File: src/shared/sf_decoder_map.vh
// Purpose: constants for the serial flash read and resume decoder
// Assumes: opcodes and phase lengths as seen on the serial pins
// Notes:   definitions only, included by bare name
`ifndef SF_DECODER_MAP_VH
`define SF_DECODER_MAP_VH

// instruction codes
`define OP_READ        8'h03
`define OP_FAST_READ   8'h0B
`define OP_DUAL_OUT    8'h3B
`define OP_QUAD_OUT    8'h6B
`define OP_DUAL_IO     8'hBB
`define OP_QUAD_IO     8'hEB
`define OP_SUSPEND     8'h75
`define OP_RESUME      8'h7A

// frame geometry in bits and clocks
`define OPCODE_BITS    5'h08
`define ADDR_BITS      24
`define MODE_BITS      8
`define FAST_DUMMY     5'h08
`define QIO_DUMMY_DEF  4
`define CONT_SELECT    2'b10

// pin enables, low while driving; single mode drives data_line_1 only
`define OE_NONE        4'hf
`define OE_SINGLE      4'hd
`define OE_DUAL        4'hc
`define OE_QUAD        4'h0

`endif

File: src/design/serial_flash_read_resume_decoder.v
// Purpose: serial command decoder for read, suspend and resume instructions
// Assumes: serial clock at most one eighth of clk_i; memory answers combinationally
// Notes:   all serial pins pass two flip-flops; sclk edges found in the clk_i domain
`include "sf_decoder_map.vh"
`timescale 1ns/10ps
`default_nettype none

module serial_flash_read_resume_decoder #(
    parameter QIO_DUMMY = `QIO_DUMMY_DEF
) (
    input  wire        clk_i,
    input  wire        rst_n_i,
    input  wire        chip_select_n_i,
    input  wire        serial_clock_i,
    input  wire [3:0]  data_line_i,
    output reg  [3:0]  data_line_o,
    output reg  [3:0]  data_line_oe_n_o,
    input  wire        quad_enable_flag_i,
    input  wire        op_start_i,
    input  wire        op_done_i,
    output wire        suspended_flag_o,
    output wire        busy_flag_o,
    output reg         suspend_req_o,
    output reg         resume_req_o,
    output wire [23:0] mem_addr_o,
    input  wire [7:0]  mem_data_i,
    output wire [7:0]  continuous_mode_byte_o
);
    localparam [2:0] ST_IDLE  = 3'd0;
    localparam [2:0] ST_CMD   = 3'd1;
    localparam [2:0] ST_ADDR  = 3'd2;
    localparam [2:0] ST_MODE  = 3'd3;
    localparam [2:0] ST_DUMMY = 3'd4;
    localparam [2:0] ST_DATA  = 3'd5;
    localparam [2:0] ST_SYS   = 3'd6;
    localparam [2:0] ST_IGN   = 3'd7;
    reg  [2:0]  cs_s_q;
    reg  [2:0]  sck_s_q;
    reg  [3:0]  dl1_q;
    reg  [3:0]  dl2_q;
    reg  [2:0]  st_q;
    reg  [7:0]  op_q;
    reg  [4:0]  cnt_q;
    reg  [23:0] in_sh_q;
    reg  [23:0] addr_q;
    reg  [7:0]  out_sh_q;
    reg  [2:0]  bcnt_q;
    reg  [7:0]  mode_q;
    reg         cont_q;
    reg         susp_q;
    reg         busy_q;
    wire cs_fall  = cs_s_q[2] & ~cs_s_q[1];
    wire cs_rise  = ~cs_s_q[2] & cs_s_q[1];
    wire sck_rise = ~cs_s_q[1] & ~sck_s_q[2] & sck_s_q[1];
    wire sck_fall = ~cs_s_q[1] & sck_s_q[2] & ~sck_s_q[1];
    assign suspended_flag_o       = susp_q;
    assign busy_flag_o            = busy_q;
    assign mem_addr_o             = addr_q;
    assign continuous_mode_byte_o = mode_q;
    // lanes per clock for address and data, and phase lengths, by opcode
    reg [2:0] addr_w;
    reg [2:0] data_w;
    reg [4:0] addr_clk;
    reg [4:0] mode_clk;
    reg [4:0] dummy_clk;
    reg [3:0] oe_data;
    reg       op_known;
    reg       needs_qe;
    always @* begin
        addr_w    = 3'd1;
        data_w    = 3'd1;
        addr_clk  = 5'd24;
        mode_clk  = 5'd0;
        dummy_clk = 5'd0;
        oe_data   = `OE_SINGLE;
        op_known  = 1'b1;
        needs_qe  = 1'b0;
        case (op_q)
            `OP_READ:      op_known  = 1'b1;
            `OP_FAST_READ: dummy_clk = `FAST_DUMMY;
            `OP_DUAL_OUT: begin
                data_w    = 3'd2;
                dummy_clk = `FAST_DUMMY;
                oe_data   = `OE_DUAL;
            end
            `OP_QUAD_OUT: begin
                data_w    = 3'd4;
                dummy_clk = `FAST_DUMMY;
                oe_data   = `OE_QUAD;
                needs_qe  = 1'b1;
            end
            `OP_DUAL_IO: begin
                addr_w    = 3'd2;
                data_w    = 3'd2;
                addr_clk  = 5'd12;
                mode_clk  = 5'd4;
                oe_data   = `OE_DUAL;
            end
            `OP_QUAD_IO: begin
                addr_w    = 3'd4;
                data_w    = 3'd4;
                addr_clk  = 5'd6;
                mode_clk  = 5'd2;
                dummy_clk = QIO_DUMMY[4:0];
                oe_data   = `OE_QUAD;
                needs_qe  = 1'b1;
            end
            default:       op_known  = 1'b0;
        endcase
    end

    // sample lanes of the input for the current width
    function [23:0] shift_in;
        input [23:0] sh;
        input [2:0]  w;
        input [3:0]  d;
        begin
            case (w)
                3'd4:    shift_in = {sh[19:0], d};
                3'd2:    shift_in = {sh[21:0], d[1:0]};
                default: shift_in = {sh[22:0], d[0]};
            endcase
        end
    endfunction

    // place the top bits of a byte onto the lanes of the current width
    function [3:0] lanes_out;
        input [7:0] b;
        input [2:0] w;
        begin
            case (w)
                3'd4:    lanes_out = b[7:4];
                3'd2:    lanes_out = {2'b00, b[7:6]};
                default: lanes_out = {2'b00, b[7], 1'b0};   // single bit rides line 1
            endcase
        end
    endfunction

    wire [23:0] in_next = shift_in(in_sh_q, (st_q == ST_CMD) ? 3'd1 : addr_w, dl2_q);
    // two-flop synchronisers; stage 3 of cs and sck only feeds edge detection
    always @(posedge clk_i or negedge rst_n_i) begin
        if (!rst_n_i) begin
            cs_s_q  <= 3'b111;
            sck_s_q <= 3'b000;
            dl1_q   <= 4'h0;
            dl2_q   <= 4'h0;
        end else begin
            cs_s_q  <= {cs_s_q[1:0], chip_select_n_i};
            sck_s_q <= {sck_s_q[1:0], serial_clock_i};
            dl1_q   <= data_line_i;
            dl2_q   <= dl1_q;
        end
    end

    // frame sequencer, flags and output shifter
    always @(posedge clk_i or negedge rst_n_i) begin
        if (!rst_n_i) begin
            st_q             <= ST_IDLE;
            op_q             <= 8'h00;
            cnt_q            <= 5'd0;
            in_sh_q          <= 24'h00_0000;
            addr_q           <= 24'h00_0000;
            out_sh_q         <= 8'h00;
            bcnt_q           <= 3'd0;
            mode_q           <= 8'hff;
            cont_q           <= 1'b0;
            susp_q           <= 1'b0;
            busy_q           <= 1'b0;
            suspend_req_o    <= 1'b0;
            resume_req_o     <= 1'b0;
            data_line_o      <= 4'h0;
            data_line_oe_n_o <= `OE_NONE;
        end else begin
            suspend_req_o <= 1'b0;
            resume_req_o  <= 1'b0;
            // sequencer start sets busy and wins over its own done
            if (op_start_i) begin
                busy_q <= 1'b1;
            end else if (op_done_i) begin
                busy_q <= 1'b0;
            end
            if (cs_fall) begin
                cnt_q   <= 5'd0;
                in_sh_q <= 24'h00_0000;
                if (cont_q) begin
                    st_q <= busy_q ? ST_IGN : ST_ADDR;      // opcode kept from last read
                end else begin
                    st_q <= ST_CMD;
                end
            end else if (cs_rise) begin
                // chip select high ends any stream and frees the lines
                st_q             <= ST_IDLE;
                data_line_oe_n_o <= `OE_NONE;
                if (st_q == ST_SYS && op_q == `OP_SUSPEND && !susp_q && busy_q) begin
                    susp_q        <= 1'b1;
                    busy_q        <= 1'b0;
                    suspend_req_o <= 1'b1;
                end
                // accepted resume: suspended drops and busy rises on the same edge
                if (st_q == ST_SYS && op_q == `OP_RESUME && susp_q && !busy_q) begin
                    susp_q       <= 1'b0;
                    busy_q       <= 1'b1;
                    resume_req_o <= 1'b1;
                end
            end else if (sck_rise) begin
                cnt_q   <= cnt_q + 5'd1;
                in_sh_q <= in_next;
                case (st_q)
                    ST_CMD: begin
                        if (cnt_q == `OPCODE_BITS - 5'd1) begin
                            op_q    <= in_next[7:0];
                            cnt_q   <= 5'd0;
                            in_sh_q <= 24'h00_0000;
                            if (in_next[7:0] == `OP_SUSPEND || in_next[7:0] == `OP_RESUME) begin
                                st_q <= ST_SYS;
                            end else begin
                                st_q <= busy_q ? ST_IGN : ST_ADDR;
                            end
                        end
                    end
                    ST_ADDR: begin
                        // unknown opcodes and quad reads without enable drop out here
                        if (!op_known || (needs_qe && !quad_enable_flag_i)) begin
                            st_q <= ST_IGN;
                        end else if (cnt_q == addr_clk - 5'd1) begin
                            addr_q  <= in_next;
                            cnt_q   <= 5'd0;
                            in_sh_q <= 24'h00_0000;
                            bcnt_q  <= 3'd0;
                            if (mode_clk != 5'd0) begin
                                st_q <= ST_MODE;
                            end else if (dummy_clk != 5'd0) begin
                                st_q <= ST_DUMMY;
                            end else begin
                                st_q <= ST_DATA;
                            end
                        end
                    end
                    ST_MODE: begin
                        // low nibble is taken but never steers anything
                        if (cnt_q == mode_clk - 5'd1) begin
                            mode_q    <= in_next[7:0];
                            cont_q    <= (in_next[5:4] == `CONT_SELECT);
                            cnt_q     <= 5'd0;
                            st_q      <= (dummy_clk != 5'd0) ? ST_DUMMY : ST_DATA;
                        end
                    end
                    ST_DUMMY: begin
                        // input lines carry nothing of use here
                        if (cnt_q == dummy_clk - 5'd1) begin
                            cnt_q <= 5'd0;
                            st_q  <= ST_DATA;
                        end
                    end
                    ST_IDLE, ST_DATA, ST_SYS, ST_IGN: cnt_q <= 5'd0;
                    default: st_q <= ST_IDLE;
                endcase
            end else if (sck_fall && st_q == ST_DATA) begin
                // fetch a fresh byte at each byte boundary, then walk its bits
                data_line_oe_n_o <= oe_data;
                if (bcnt_q == 3'd0) begin
                    data_line_o <= lanes_out(mem_data_i, data_w);
                    out_sh_q    <= mem_data_i << data_w;
                    addr_q      <= addr_q + 24'h00_0001;
                    bcnt_q      <= (3'd7 / data_w) - 3'd0;
                end else begin
                    data_line_o <= lanes_out(out_sh_q, data_w);
                    out_sh_q    <= out_sh_q << data_w;
                    bcnt_q      <= bcnt_q - 3'd1;
                end
            end
        end
    end

endmodule // serial_flash_read_resume_decoder

`default_nettype wire

File: config.mk
export PLATFORM = sky130hd
export DESIGN_NAME = serial_flash_read_resume_decoder
export DESIGN_NICKNAME = d
export VERILOG_FILES = /design/src/design/serial_flash_read_resume_decoder.v
export VERILOG_INCLUDE_DIRS = /design/src /design/src/shared
export SDC_FILE = /design/constraint.sdc
export NUM_CORES = 1
export LEC_CHECK = 0
export BUFFER_PORTS_ARGS = -buffer_cell sky130_fd_sc_hd__buf_2
export CAP_MARGIN = 20
export CORE_UTILIZATION = 37
export CTS_CLUSTER_DIAMETER = 50
export DETAILED_ROUTE_END_ITERATION = 12
export PLACE_DENSITY = 0.57
export REMOVE_ABC_BUFFERS = 1
export SLEW_MARGIN = 5
export SYNTH_ARGS = -nofsm -noshare
export SYNTH_HDL_FRONTEND = slang
export SYNTH_SLANG_ARGS = --single-unit
export TNS_END_PERCENT = 30
File: constraint.sdc
create_clock -name clk_i -period 3.6 [get_ports clk_i]
set_input_delay 0.36 -clock clk_i [delete_from_list [all_inputs] [get_ports clk_i]]
set_output_delay 0.36 -clock clk_i [all_outputs]
set_load 0.02 [all_outputs]
# After elaboration in Yosys (flattened, before gate mapping)

Cells that the tools add are included.

Add/subtract/negate cells: 6
Div/mod/pow operators: 1
Equality and inequality tests: 35
Shift operators: 2
Multiplexer cells: 73
Bitwise logic cells: 13
Reductions and logical operators: 39

Operators by type and width:

| cell                  | number |
|---|---|
| $mux 24               | 6 |
| $mux 23               | 6 |
| $mux 3                | 19 |
| $pmux 24 s2           | 1 |
| $pmux 23 s2           | 1 |
| $eq 8x7->1 const B    | 5 |
| $mux 5                | 8 |
| $pmux 4 s2            | 4 |
| $pmux 5 s5            | 1 |
| $add 24x1->24 const B | 1 |
| $eq 3x3->1 const B    | 6 |
| $pmux 3 s2            | 3 |
| $mux 1                | 17 |
| $eq 8x8->1 const B    | 2 |
| $mux 4                | 4 |
| $shl 8x3->8           | 2 |
| $eq 5x5->1            | 3 |
| $sub 5x1->5 const B   | 3 |
| $eq 3x2->1 const B    | 4 |
| $pmux 3 s4            | 1 |
| $reduce_and 6->1      | 2 |
| $pmux 5 s2            | 1 |
| $reduce_and 5->1      | 2 |
| $reduce_bool 2->1     | 5 |
| 32 further kinds      | 62 |

Register bits: 109
Input bits: 19
Output and inout bits: 44
Word-level logic and storage cells: 188

# Logic depth before layout (Yosys ltp)

Gate-level depths: netlist of the first run.

Depth in word-level cells: 13
Gate-level depth with buffers: 16

# Worst setup path after synthesis of the first run

No wires, ideal clock.

Path kind: reg2reg
Start point: reg op_q[6]
End point: reg st_q[1]
Library setup time: 125 ps
Arrival: 3298 ps
Data required time: 3475 ps
Path slack: 177 ps
Stages on the path, launching flop included: 13
Buffers on the path: 2
Clock period less this slack: 3423 ps
Cells stage by stage: dfrtp_1 -> buf_2 -> nor2b_1 -> nand4_1 -> ha_1 -> clkbuf_1 -> or3b_2 -> a211oi_1 -> xnor2_1 -> and3_2 -> nor2_1 -> o41ai_2 -> mux2_2

Cells in the longest elaborated chain, start to end: 13

Ends and longest elaborated chain:

| item                                     | RTL line                               | source |
|---|---|---|
| start: declaration                       | serial_flash_read_resume_decoder.v:42  | `reg [7:0] op_q;` |
| start signal: assignment                 | serial_flash_read_resume_decoder.v:211 | `op_q <= in_next[7:0];` |
| $eq 8x8->1                               | serial_flash_read_resume_decoder.v:78  | `case (op_q)` |
| $pmux 3 s2                               | serial_flash_read_resume_decoder.v:78  |  |
| $mux 3                                   | serial_flash_read_resume_decoder.v:139 | `wire [23:0] in_next = shift_in(in_sh_q, (st_q == ST_CMD) ? 3'd1 : addr_w, dl2_q);` |
| $eq 3x2->1 or $eq 3x3->1 (tied branches) | serial_flash_read_resume_decoder.v:118 | `case (w)` |
| $pmux 24 s2                              | serial_flash_read_resume_decoder.v:118 |  |
| $eq 8x7->1 (no source line)              | --                                     |  |
| $logic_or 1x1->1 (no source line)        | --                                     |  |
| $mux 3                                   | serial_flash_read_resume_decoder.v:214 | `` if (in_next[7:0] == `OP_SUSPEND \|\| in_next[7:0] == `OP_RESUME) begin `` |
| $mux 3                                   | serial_flash_read_resume_decoder.v:210 | `` if (cnt_q == `OPCODE_BITS - 5'd1) begin `` |
| $pmux 3 s4                               | serial_flash_read_resume_decoder.v:208 | `case (st_q)` |
| $mux 3                                   | serial_flash_read_resume_decoder.v:205 | `end else if (sck_rise) begin` |
| $mux 3                                   | serial_flash_read_resume_decoder.v:190 | `end else if (cs_rise) begin` |
| $mux 3                                   | serial_flash_read_resume_decoder.v:182 | `if (cs_fall) begin` |
| end signal: assignment                   | serial_flash_read_resume_decoder.v:186 | `st_q <= busy_q ? ST_IGN : ST_ADDR;` |
| end signal: assignment                   | serial_flash_read_resume_decoder.v:217 | `st_q <= busy_q ? ST_IGN : ST_ADDR;` |
| end signal: assignment                   | serial_flash_read_resume_decoder.v:245 | `st_q <= (dummy_clk != 5'd0) ? ST_DUMMY : ST_DATA;` |
| end: declaration                         | serial_flash_read_resume_decoder.v:41  | `reg [2:0] st_q;` |

Parallel ways exist; a longest one is shown, timed or not. The select of a mux whose other input is x is not followed.
A chain may end at the register's enable or synchronous reset.

# Worst setup path after layout of the first run

Start point: reg op_q[2]
End point: reg in_sh_q[12]

Cells in the longest elaborated chain, start to end: 11

Ends and longest elaborated chain:

| item                                                | RTL line                               | source |
|---|---|---|
| branches (longest 7 deep; another with $sub 5x1->5) | --                                     |  |
| $pmux 23 s2 (*)                                     | serial_flash_read_resume_decoder.v:208 |  |
| $mux 23 (*)                                         | serial_flash_read_resume_decoder.v:205 |  |
| $mux 23 (*)                                         | serial_flash_read_resume_decoder.v:190 |  |
| $mux 23 (*)                                         | serial_flash_read_resume_decoder.v:182 |  |
| end signal: assignment                              | serial_flash_read_resume_decoder.v:207 | `in_sh_q <= in_next;` |
| end: declaration                                    | serial_flash_read_resume_decoder.v:44  | `reg [23:0] in_sh_q;` |

Mark *: on every way between the ends. The select of a mux whose other input is x is not followed.

==> results of run 1 <==
-- cell families after synthesis --
logic type | after synthesis
and+or+nand+nor | 246
AOI/OAI and AO/OA | 218
DFF | 108
buffers and inverters | 65
muxes | 20
adders and majority gates | 15
xor gates and xnor gates | 8
-- stage by stage --
step	cells	instance area, µm²	TNS, ns	utilization	hold slack (ns)
final	964	7247	0	0.4370	-0.009539
after global routing	964	7247	-0.1133	0.4370	0.03217
after CTS	962	7209	0	0.4347	0.08762
after floorplan	636	6051	-30.02	-	0.06441
after global placement	946	6874	0	0.4145	0.3349
after detailed placement	946	6874	0	0.4145	0.3356
-- what timing repair did --
| action | CTS | global route |
|---|---|---|
| setup endpoints to repair | 0 | 24 |
| resized for setup | 0 | 1 |
| endpoints found under the hold margin | 0 | 0 |
-- where the power goes --
group          switching [mW]  total [mW]  leakage, nW  internal [mW]
Clock                   0.490        1.11        0.165          0.624
Combinational           0.378       0.628         1.84          0.250
Sequential              0.111        1.45         1.38           1.34
-- worst register-to-register path, delay by kind of cell, from the launching register on --
| family | cells | cell delay, ns |
|---|---|---|
| flops | 1 | 0.42 |
| fa+ha+maj | 1 | 0.24 |
| xor+xnor | 1 | 0.13 |
| compound gates | 3 | 1.34 |
| simple gates | 5 | 1.22 |
-- flip-flops by register name (all words and copies together) (netlist names) --
| name | cells |
|---|---|
| mem_addr_o | 24 |
| in_sh_q | 23 |
| continuous_mode_byte_o | 8 |
| op_q | 8 |
| out_sh_q | 8 |
| cnt_q | 5 |
| data_line_o | 4 |
| dl1_q | 4 |
| dl2_q | 4 |
| bcnt_q | 3 |
| cs_s_q | 3 |
| data_line_oe_n_o | 3 |
| sck_s_q | 3 |
| st_q | 3 |
| busy_flag_o | 1 |
| cont_q | 1 |
| resume_req_o | 1 |
| suspend_req_o | 1 |
| suspended_flag_o | 1 |
-- synthesized netlist by cell type, drive strengths merged, types with 15 or more instances --
library cell | count | area (µm²)
nand2 | 107 | 401.6
dfrtp | 94 | 2352
a21oi | 65 | 404.1
o21ai | 57 | 285.3
nor2 | 36 | 137.6
a22o | 33 | 289.0
clkbuf | 28 | 108.9
nand3 | 25 | 125.1
a22oi | 21 | 157.7
inv | 21 | 78.83
buf | 16 | 120.1
ha | 15 | 187.7
-- metal layers --
metal  part of all wire  vias to the layer above
met1               0.48                     2616
met5                  0                        -
li1                   -                     2591
met3              0.028                       18
met4              0.014                        0
met2               0.47                      102
-- final timing paths --
path | to | cells past startpoint | slack [ns]
min reg2reg | dl2_q[2] | 0 | 0.35
max in group asynchronous | st_q[2] | 3 | 2.71
min in group clk_i | cs_s_q[0] | 1 | 0.10
min | mem_addr_o[11] | 1 | -0.01
max reg2reg | in_sh_q[12] | 10 | 0.20
max | in_sh_q[12] | 10 | 0.20
-- cell type report --
| class | count | area, µm² | area share |
|---|---|---|---|
| inverters | 21 | 78.83 | 0.01088 |
| repair buffers | 91 | 555.5 | 0.07666 |
| multi-input cells | 508 | 3282 | 0.4529 |
| clock buffers | 9 | 225.2 | 0.03108 |
| flip-flops and latches | 108 | 2720 | 0.3753 |
| clock inverters | 7 | 110.1 | 0.01519 |
| well taps | 220 | 275.3 | 0.03798 |
==> impl_summary.log, run 1 <==
INFO  metric die-area = between 15000 and 20000 µm²
INFO  metric max-cap-violations = 0
INFO  metric clock_tree_from_tritoncts = done
INFO  metric overflow_left_after_global_routing = 0
INFO  metric grt_pass1_vias = 5085
INFO  metric violations = negative hold slack
INFO  metric proportion_of_synthesized_area_in_mux_cells = 0.03347
INFO  metric viasPerCell = between 5 and 6
INFO  metric die_w = approximately 130 µm
INFO  metric crit_chain = nand2b_1 > nor2_1 > nand4_1 > ha_1 > or3b_2 > a211oi_1 > xnor2_1 > and3_2 > a311oi_2 > a22o_1
INFO  metric dominantRegCellSynth = dfrtp_1
INFO  metric grt_antenna_before_repair = 0
INFO  metric drt_wl_cell = 16.16 µm
INFO  metric grt_pass1_wl = 25.81 mm
INFO  metric floorplan.core_area = ~17000 µm²
INFO  metric crit_path_top_delay_cell = a311oi_2
INFO  metric groute.layer.met3.usage = 0.02537
INFO  metric worst_setup_hold_path_clk_slew = 0.08 ns
INFO  metric rows = 47
INFO  metric layout_setup_ws = 0.1981 ns
INFO  metric synth.cell_area = 6280 µm²
INFO  metric grt_max_degree = 83
INFO  metric drcViolationCount = 0
INFO  metric flow.area_growth_from_synthesis = 15.40%
INFO  metric htreeDepth = 3
INFO  metric cp_data_arrival_time = between 3 and 4 ns
INFO  metric timing.hold.worst.class = in -> async
INFO  metric layout-drive-gt1-share = 0.2298
INFO  metric synth-warning-count = 0
INFO  metric cts_setup_buffers = 0
INFO  metric count_of_flip_flops_with_a_built_in_enable_after_synthesis = 0
INFO  metric post_cts_hold_buffers = 0
INFO  metric finalPower = 3.189 mW
INFO  metric power.static_leakage = 3.377 nW
INFO  metric clk_root_buffer_cell = clkbuf_16
INFO  metric route.vias.total = 5327
INFO  metric synth_fa_ha_area_frac = 0.02989
INFO  metric reg2reg_from = op_q[2]
INFO  metric yosys.area_share.simple = 0.1984
INFO  metric fin_hold_viols = 3
INFO  metric tritoncts.num_buffers = 9
INFO  metric startpoint = op_q[2]
INFO  metric max_clock_freq = a little under 300 MHz
INFO  metric start_kind = flip-flop
INFO  metric end_kind = flip-flop
INFO  metric power.ir.vdd_worst = between 200 and 300 µV
INFO  metric synth_compound_gate_area_share = 0.2449
INFO  metric critPathTopFamily = compound AO/OA/AOI/OAI gates
INFO  metric clkSinkCount = 108
INFO  metric finalMaxSlewViolations = 0
INFO  metric fillerInstances = 1630
INFO  metric synth.lib_cells_used.distinct = 70
INFO  metric post_synth_xor_xnor_area = 0.01116
INFO  metric layout_min_cycle_time = 3.402 ns
INFO  metric synth_cells = 680
INFO  metric ys_seq_elements = 108
INFO  metric floorplan.initialDensity = 0.3787
INFO  metric layout_commonest_cell = nand2_1
INFO  metric drt-total-wl = around 16 mm
INFO  metric insertedDiodeCount = 0
INFO  metric synth_async_sr_flop_share = 1.000
INFO  metric max_stage_delay = 0.83 ns
INFO  metric dr.pass1.iters = 7
INFO  metric final_min_period_over_clock_period = 0.9450
INFO  metric grt_total_usage = 0.1815
INFO  metric p_per_area = 440.1 nW/µm²
INFO  metric grt_busiest_layer = met2
INFO  metric critPathBufInv = 0
INFO  metric drt.antenna.violating_nets = 0
INFO  metric synth_top_family_by_area = compound AO/OA/AOI/OAI gates
INFO  metric worst_slew_margin_rel = 0.3900
INFO  metric setup.worst_path.class = reg -> reg
INFO  metric part_of_the_yosys_area_used_for_sequential_elements = 0.4332
INFO  metric dpl.hpwl = 10.82 mm
INFO  metric critical_path_peak_fanout = 11
INFO  metric die-height = 132.3 µm
INFO  metric critical_path_rt = 3.90 ns
INFO  metric buffer_ports.inserted = 62
INFO  metric layout_common_cells = nand2_1 (107), dfrtp_1 (94), buf_2 (61), o21ai_0 (53), a21oi_1 (44)
INFO  metric groute.layer.met2.usage = 0.2892
INFO  metric grt_setup_unrepaired = yes
INFO  metric insertion_delay = 0.36 ns
INFO  metric boundaryPins = 63
INFO  metric final.hold.worst_slack = -0.009539 ns
INFO  metric avgSynthCellArea = 9.235 µm²
INFO  metric run_status = finished, violations left
INFO  metric setup_viol_count_final = 0
INFO  metric final_nets = slightly below 800
INFO  metric first_iter_violations = between 400 and 500
INFO  metric cts_max_path_buffers = 2
INFO  metric final_skew = 0.008988 ns
INFO  metric worstMarginPinSlew = 0.9151 ns
INFO  metric gpl.final_weighted_congestion = between 0.8 and 0.9
INFO  metric global_route.usage.met1 = 0.2510
INFO  metric pre_cts_ws = 0.1206 ns
(Power assumes the default switching activity.)
==> run 2: changes to the inputs <==
--- a/config.mk
+++ b/config.mk
@@ -12,6 +12,7 @@
 export CTS_CLUSTER_DIAMETER = 50
 export DETAILED_ROUTE_END_ITERATION = 12
 export PLACE_DENSITY = 0.57
+export RECOVER_POWER = 25
 export REMOVE_ABC_BUFFERS = 1
 export SLEW_MARGIN = 5
 export SYNTH_ARGS = -nofsm -noshare
==> run 2 against run 1 <==
The run ends with max-capacitance violations, max-slew violations left. Sequential share of layout area rose by 0.097 points. Critical path depth did not move. Clock power barely moved. Critical path type unchanged. Non-clock buffer count did not move. Die area did not move. Combinational power barely moved. Setup slack improved by 0.0013 ns. Highest routed layer unchanged. Worst hold slack improved by 0.11 ns. Routed wire length barely moved. Via count barely moved.
==> impl_summary.log, run 2 (synthesized netlist as in run 1, its figures left out) <==
INFO  metric run_status = finished, violations left
INFO  metric violations = max-capacitance violations, max-slew violations
INFO  metric worst_slew_margin_rel = -0.5864 (-0.9764)
INFO  metric route.vias.total = 5328 (+0.019%)
INFO  metric total_switching_power = 976.3 µW (-0.23%)
INFO  metric reg2reg_from = op_q[2]
INFO  metric boundaryPins = 63 (unchanged)
INFO  metric tns = 0 ns (unchanged)
INFO  metric die_w = 132.3 µm (unchanged)
INFO  metric setup.worst_path.class = reg -> reg
INFO  metric postCtsResizedCells = 0 (unchanged)
INFO  metric layout-drive-gt1-share = 0.2272 (-0.002688)
INFO  metric dpl.hpwl = 10.82 mm (unchanged)
INFO  metric insertedDiodeCount = 0 (unchanged)
INFO  metric grt_setup_unrepaired = yes
INFO  metric end_kind = flip-flop
INFO  metric drt.antenna.violating_nets = 0 (unchanged)
INFO  metric final_skew = 0.007833 ns (-0.001155 ns)
INFO  metric tritoncts.num_buffers = 9 (unchanged)
INFO  metric cts_setup_buffers = 0 (unchanged)
INFO  metric crit_end = in_sh_q[12]
INFO  metric drcViolationCount = 0 (unchanged)
INFO  metric die-height = 132.3 µm (unchanged)
INFO  metric critical_path.reg2reg.endpoint = in_sh_q[12]
INFO  metric max_stage_delay = 0.83 ns (about the same)
INFO  metric critical_path_depth = 10 (unchanged)
INFO  metric critPathTopFamily = compound AO/OA/AOI/OAI gates
INFO  metric grt_total_usage = 0.1815 (unchanged)
INFO  metric critPathBufInv = 0 (unchanged)
INFO  metric viasPerCell = 5.527 (about the same)
INFO  metric critical_path_rt = 3.90 ns (about the same)
INFO  metric largest_register_ff_count = 24 (unchanged)
INFO  metric post_cts_hold_buffers = 0 (unchanged)
INFO  metric gpl.final_weighted_congestion = 0.8683 (unchanged)
INFO  metric max-cap-violations = 1 (+1)
INFO  metric overflow_left_after_global_routing = 0 (unchanged)
INFO  metric buffer_ports.inserted = 62 (unchanged)
INFO  metric drt_wl_cell = 16.17 µm (about the same)
INFO  metric power.static_leakage = 3.367 nW (-0.28%)
INFO  metric fin_hold_viols = 0 (-3)
INFO  metric setup_viol_count_final = 0 (unchanged)
INFO  metric combPwrFrac = 0.196 (about the same)
INFO  metric grt_pass1_wl = 25.81 mm (unchanged)
INFO  metric r2r_setup_slack = 0.20 ns (about the same)
INFO  metric layout_min_cycle_time = 3.401 ns (-0.001278 ns)
INFO  metric worst_setup_hold_path_clk_slew = 0.08 ns (about the same)
INFO  metric start_kind = flip-flop
INFO  metric max_clock_freq = 294.1 MHz (about the same)
INFO  metric grt_pass1_vias = 5085 (unchanged)
INFO  metric layout_commonest_cell = nand2_1
INFO  metric htreeDepth = 3 (unchanged)
INFO  metric floorplan.initialDensity = 0.3787 (unchanged)
INFO  metric layout_common_cells = nand2_1 (107), dfrtp_1 (94), buf_2 (61), o21ai_0 (53), a21oi_1 (44)
INFO  metric crit_chain = nand2b_1 > nor2_1 > nand4_1 > ha_1 > or3b_2 > a211oi_1 > xnor2_1 > and3_2 > a311oi_2 > a22o_1
INFO  metric worstMarginPinSlew = 2.380 ns (+1.465 ns)
INFO  metric rows = 47 (unchanged)
INFO  metric pwr-share-seq = 0.455 (about the same)
INFO  metric grt_max_degree = 83 (unchanged)
INFO  metric cp_data_arrival_time = 3.70 ns (about the same)
INFO  metric final_min_period_over_clock_period = 0.9446 (about the same)
INFO  metric drt-total-wl = 15.59 mm (about the same)
INFO  metric final_area = 7228 µm² (-0.26%)
INFO  metric r2r.worst_path.cells = 10 (unchanged)
INFO  metric p_clk_frac = 0.349 (about the same)
INFO  metric postPlaceCellArea = 6874 µm² (unchanged)
INFO  metric clk_root_buffer_cell = clkbuf_16
INFO  metric insertion_delay = 0.36 ns (about the same)
INFO  metric critical_path_peak_fanout = 11 (unchanged)
INFO  metric timing.hold.worst.class = in -> reg
INFO  metric clkSinkCount = 108 (unchanged)
INFO  metric power.ir.vdd_worst = 269.6 µV (about the same)
INFO  metric startpoint = op_q[2]
INFO  metric crit_path_top_delay_cell = a311oi_2
INFO  metric cts_max_path_buffers = 2 (unchanged)
INFO  metric switching_fraction_of_total_power = 0.3066 (about the same)
INFO  metric clock_tree_from_tritoncts = done
INFO  metric flow.area_growth_from_synthesis = 15.10%
INFO  metric first_iter_violations = 484 (+5.2%)
INFO  metric dr.pass1.iters = 7 (unchanged)
INFO  metric p_per_area = 440.5 nW/µm² (+0.11%)
INFO  metric finalMaxSlewViolations = 44 (+44)
INFO  metric die-area = 17500 µm² (unchanged)
INFO  metric floorplan.core_area = 16580 µm² (unchanged)
INFO  metric internal_power = 2.208 mW (-0.12%)
INFO  metric grt_antenna_before_repair = 0 (unchanged)
INFO  metric final_nets = 773 (unchanged)
run 2: final cells by class:
cell class,instances,area (µm²)
Fill cell,1631,9355
Multi-Input combinational cell,508,3282
Sequential cell,108,2720
Timing Repair Buffer,91,536.8
Tap cell,220,275.3
Clock buffer,9,225.2
Clock inverter,7,110.1
Inverter,21,78.83
run 2: worst min path at each step:
| stage | start | endpoint | slack [ns] | depth (start not counted) |
|---|---|---|---|---|
| 6_report | chip_select_n_i | cs_s_q[0] | 0.10 | 1 |
| 5_1_grt | chip_select_n_i | cs_s_q[0] | 0.09 | 1 |
| 4_1_cts | chip_select_n_i | cs_s_q[0] | 0.09 | 1 |
| 3_5_place_dp | dl1_q[2] | dl2_q[2] | 0.34 | 0 |
| 3_3_place_gp | sck_s_q[0] | sck_s_q[1] | 0.33 | 0 |
| 2_1_floorplan | rst_n_i | bcnt_q[0] | 0.06 | 0 |
run 2: layer usage:
layer | GRT usage | wire length, µm | vias up | part of all wire
met1 | 0.2510 | 7487 | 2610 | 0.48
li1 | - | - | 2591 | -
met5 | 0 | 0 | - | 0
met3 | 0.02537 | 471 | 18 | 0.030
met4 | 0.06641 | 223 | 0 | 0.014
met2 | 0.2892 | 7404 | 109 | 0.48
run 2: power groups by stage:
stage               sequential [mW]  combinational, mW  clock [mW]
CTS                            1.45              0.627        1.14
floorplan                      1.48              0.403           0
finish                         1.45              0.625        1.11
global route                   1.47              0.696        1.19
global placement               1.46              0.603           0
detailed placement             1.47              0.625           0
run 2: through the flow:
step	setup slack, ns	utilization	std cells	hold slack, ns	total power, mW
5_1_grt	-0.01863	0.4359	964	0.08913	3.353
3_5_place_dp	0.1206	0.4145	946	0.3356	2.093
3_3_place_gp	0.2610	0.4145	946	0.3349	2.065
4_1_cts	0.1094	0.4347	962	0.08762	3.212
6_report	0.1993	0.4359	964	0.1021	3.184
2_1_floorplan	-1.326	-	636	0.06441	1.886
==> run 3: changes to the inputs <==
--- a/config.mk
+++ b/config.mk
@@ -6,13 +6,14 @@
 export SDC_FILE = /design/constraint.sdc
 export NUM_CORES = 1
 export LEC_CHECK = 0
+export ABC_AREA = 1
 export BUFFER_PORTS_ARGS = -buffer_cell sky130_fd_sc_hd__buf_2
 export CAP_MARGIN = 20
 export CORE_UTILIZATION = 37
 export CTS_CLUSTER_DIAMETER = 50
 export DETAILED_ROUTE_END_ITERATION = 12
 export PLACE_DENSITY = 0.57
-export RECOVER_POWER = 25
+export RECOVER_POWER = 100
 export REMOVE_ABC_BUFFERS = 1
 export SLEW_MARGIN = 5
 export SYNTH_ARGS = -nofsm -noshare
==> run 3 against run 2 <==
The flow still finishes with violations (max-capacitance violations, max-slew violations). Clock power decreased by 11%. Via count rose by 8.3%. Non-clock buffer count fell by 19.
==> impl_summary.log, run 3 <==
INFO  metric run_status = finished, violations left
INFO  metric violations = max-capacitance violations, max-slew violations
INFO  metric grt_max_degree = 52 (-37%)
INFO  metric boundaryPins = 63 (unchanged)
INFO  metric synth.lib_cells_used.distinct = 46 (-34%)
INFO  metric crit_chain = inv_2 > nand2_1 > nor2_1 > nand2_1 > ha_1 > inv_1 > nand2_2 > nand3_1 > nand2_1 > nand3_1 > nand2_1 > o21ai_0 > nand2_1 > o21ai_0
INFO  metric layout_setup_ws = 0.4921 ns (+0.2927 ns)
INFO  metric htreeDepth = 3 (unchanged)
INFO  metric gpl.final_weighted_congestion = 0.8779 (+1.1%)
INFO  metric layout_min_cycle_time = 3.108 ns (-0.2927 ns)
INFO  metric pre_cts_ws = 0.6285 ns (+0.5079 ns)
INFO  metric buffer_ports.inserted = 62 (unchanged)
INFO  metric timing.hold.worst.class = in -> reg
INFO  metric dr.pass1.iters = 5 (-2)
INFO  metric floorplan.initialDensity = 0.3810 (+0.002346)
INFO  metric power.ir.vdd_worst = 265.7 µV (-1.4%)
INFO  metric worst_setup_hold_path_clk_slew = 0.08 ns (about the same)
INFO  metric netlist_top_cells_count = nand2_1 (194), inv_1 (108), dfrtp_1 (94)
INFO  metric overflow_left_after_global_routing = 0 (unchanged)
INFO  metric finalPower = 3.698 mW (+16%)
INFO  metric first_iter_violations = 344 (-29%)
INFO  metric setup_viol_count_final = 0 (unchanged)
INFO  metric drt_wl_cell = 14.83 µm (-8.2%)
INFO  metric die-height = 132.9 µm (+0.48%)
INFO  metric max_stage_delay = 0.59 ns (-0.24 ns)
INFO  metric end_kind = flip-flop
INFO  metric count_of_flip_flops_with_a_built_in_enable_after_synthesis = 0 (unchanged)
INFO  metric cts_setup_buffers = 0 (unchanged)
INFO  metric final_min_period_over_clock_period = 0.8633 (-0.08132)
INFO  metric fin_hold_viols = 0 (unchanged)
INFO  metric flow.area_growth_from_synthesis = 11.60%
INFO  metric tritoncts.num_buffers = 9 (unchanged)
INFO  metric synth_cells = 844 (+24%)
INFO  metric largest_register_ff_count = 24 (unchanged)
INFO  metric critical_path_rt = 3.87 ns (-0.03 ns)
INFO  metric final.hold.worst_slack = 0.09488 ns (-0.007217 ns)
INFO  metric yosysMostFrequentCell = nand2_1
INFO  metric grt_pass1_vias = 5423 (+6.6%)
INFO  metric dominantRegCellSynth = dfrtp_1
INFO  metric max_clock_freq = 321.8 MHz (+9.4%)
INFO  metric viasPerCell = 5.140 (-7.0%)
INFO  metric final_nets = 932 (+21%)
INFO  metric synth_async_sr_flop_share = 1.000 (unchanged)
INFO  metric part_of_the_yosys_area_used_for_sequential_elements = 0.4290 (-0.004188)
INFO  metric worst_slew_margin_rel = -0.9130 (-0.3266)
INFO  metric insertion_delay = 0.36 ns (about the same)
INFO  metric drcViolationCount = 0 (unchanged)
INFO  metric ys_seq_elements = 108 (unchanged)
INFO  metric grt_pass1_wl = 27.66 mm (+7.2%)
INFO  metric setup.worst_path.class = reg -> reg
INFO  metric p_per_area = 522.5 nW/µm² (+19%)
INFO  metric clock_tree_from_tritoncts = done
INFO  metric power.static_leakage = 3.186 nW (-5.4%)
INFO  metric layout_commonest_cell = nand2_1
INFO  metric leading_post_synthesis_cells_by_cell_area = dfrtp_1 (37%), nand2_1 (11%), inv_1 (6.4%), dfstp_2 (5.8%), o21ai_0 (5.0%)
INFO  metric dpl.hpwl = 12.31 mm (+14%)
INFO  metric drt.antenna.violating_nets = 0 (unchanged)
INFO  metric layout-drive-gt1-share = 0.09967 (-0.1275)
INFO  metric critical_path_peak_fanout = 20 (+9)
INFO  metric worstMarginPinSlew = 2.869 ns (+0.4898 ns)
INFO  metric finalMaxSlewViolations = 52 (+18%)
INFO  metric start_kind = flip-flop
INFO  metric crit_path_top_delay_cell = nand2_1
INFO  metric crit_top_cell = nand2_1
INFO  metric cts_max_path_buffers = 2 (unchanged)
INFO  metric post_cts_hold_buffers = 0 (unchanged)
INFO  metric layout.core_utilization = 0.4252 (-0.01064)
INFO  metric drt-total-wl = 16.66 mm (+6.9%)
INFO  metric postCtsResizedCells = 0 (unchanged)
INFO  metric synth_area_leader_cell = dfrtp_1
INFO  metric grt_setup_unrepaired = no
INFO  metric clk_root_buffer_cell = clkbuf_16
INFO  metric grt_antenna_before_repair = 0 (unchanged)
INFO  metric synth-warning-count = 0 (unchanged)
INFO  metric cp_data_arrival_time = 3.38 ns (-0.32 ns)
INFO  metric insertedDiodeCount = 0 (unchanged)
INFO  metric die-area = 17670 µm² (+0.95%)
INFO  metric grt_total_usage = 0.1988 (+0.01729)
INFO  metric synthDominantCellAreaShare = 0.3710 (-0.003622)
INFO  metric layout_common_cells = nand2_1 (194), inv_1 (108), dfrtp_1 (94), o21ai_0 (79), nor2_1 (73)
INFO  metric clkSinkCount = 108 (unchanged)
INFO  metric floorplan.core_area = 16640 µm² (+0.35%)
INFO  metric route.vias.total = 5772 (+8.3%)
INFO  metric synth.cell_area = 6341 µm² (+0.98%)
INFO  metric die_w = 132.9 µm (+0.48%)
INFO  metric final_skew = 0.01239 ns (+0.004554 ns)
INFO  metric max-cap-violations = 1 (unchanged)
INFO  metric rows = 47 (unchanged)
INFO  metric avgSynthCellArea = 7.513 µm² (-19%)
run 3: power by group:
part	total, mW	switching (mW)	internal, mW
Combinational	1.11	0.736	0.377
Sequential	1.60	0.186	1.42
Clock	0.984	0.504	0.480
run 3: worst max-delay path, delay by kind of cell (launching register included):
kind | cells | cell delay (ns)
buffers and inverters | 2 | 0.19
AOI/OAI and AO/OA | 2 | 0.59
adders and majority gates | 1 | 0.32
and+or+nand+nor | 9 | 1.49
DFF | 1 | 0.42
run 3: layout make-up:
class	count	area [µm²]
clock inverter	7	61.31
clock buffer	9	225.2
timing repair buffer	72	325.3
multi-input combinational	586	3013
inverter	121	456.7
fill	1744	9565
sequential	108	2720
tap	220	275.3
run 3: kinds of logic after synthesis:
group / synth area share
AO/OA/AOI/OAI: 0.1642
adder cells (fa/ha/maj): 0.02960
AND/OR/NAND/NOR: 0.2599
XOR/XNOR: 0.02072
buffers and inverters: 0.09353
multiplexers: 0.003157
flip-flops: 0.4290
run 3: final timing paths:
path | slack [ns] | cells past startpoint | end | start
worst max register to register | 0.49 | 14 | in_sh_q[3] | op_q[2]
min in group asynchronous | 0.91 | 1 | op_q[0] | rst_n_i
max in group asynchronous | 1.04 | 2 | continuous_mode_byte_o[3] | rst_n_i
worst max-delay path | 0.49 | 14 | in_sh_q[3] | op_q[2]
worst min register to register | 0.35 | 0 | dl2_q[1] | dl1_q[1]
worst min-delay path | 0.09 | 1 | dl1_q[3] | data_line_i[3]
run 3: through the flow:
step	cell area, µm²	cells	setup TNS (ns)
3_3_place_gp	6873	1107	0
3_5_place_dp	6873	1107	0
6_report	7077	1123	0
4_1_cts	7159	1123	0
2_1_floorplan	6205	815	-1.601
5_1_grt	7077	1123	0
run 3: routing by layer:
metal  wire (µm)  share of wire  track usage  vias to the layer above
li1            -              -            -                     2898
met1        7947           0.48       0.2707                     2696
met2        7590           0.46       0.3115                      147
met3         684          0.041      0.03333                       31
met4         437          0.026      0.08429                        0
met5           0              0            0                        -
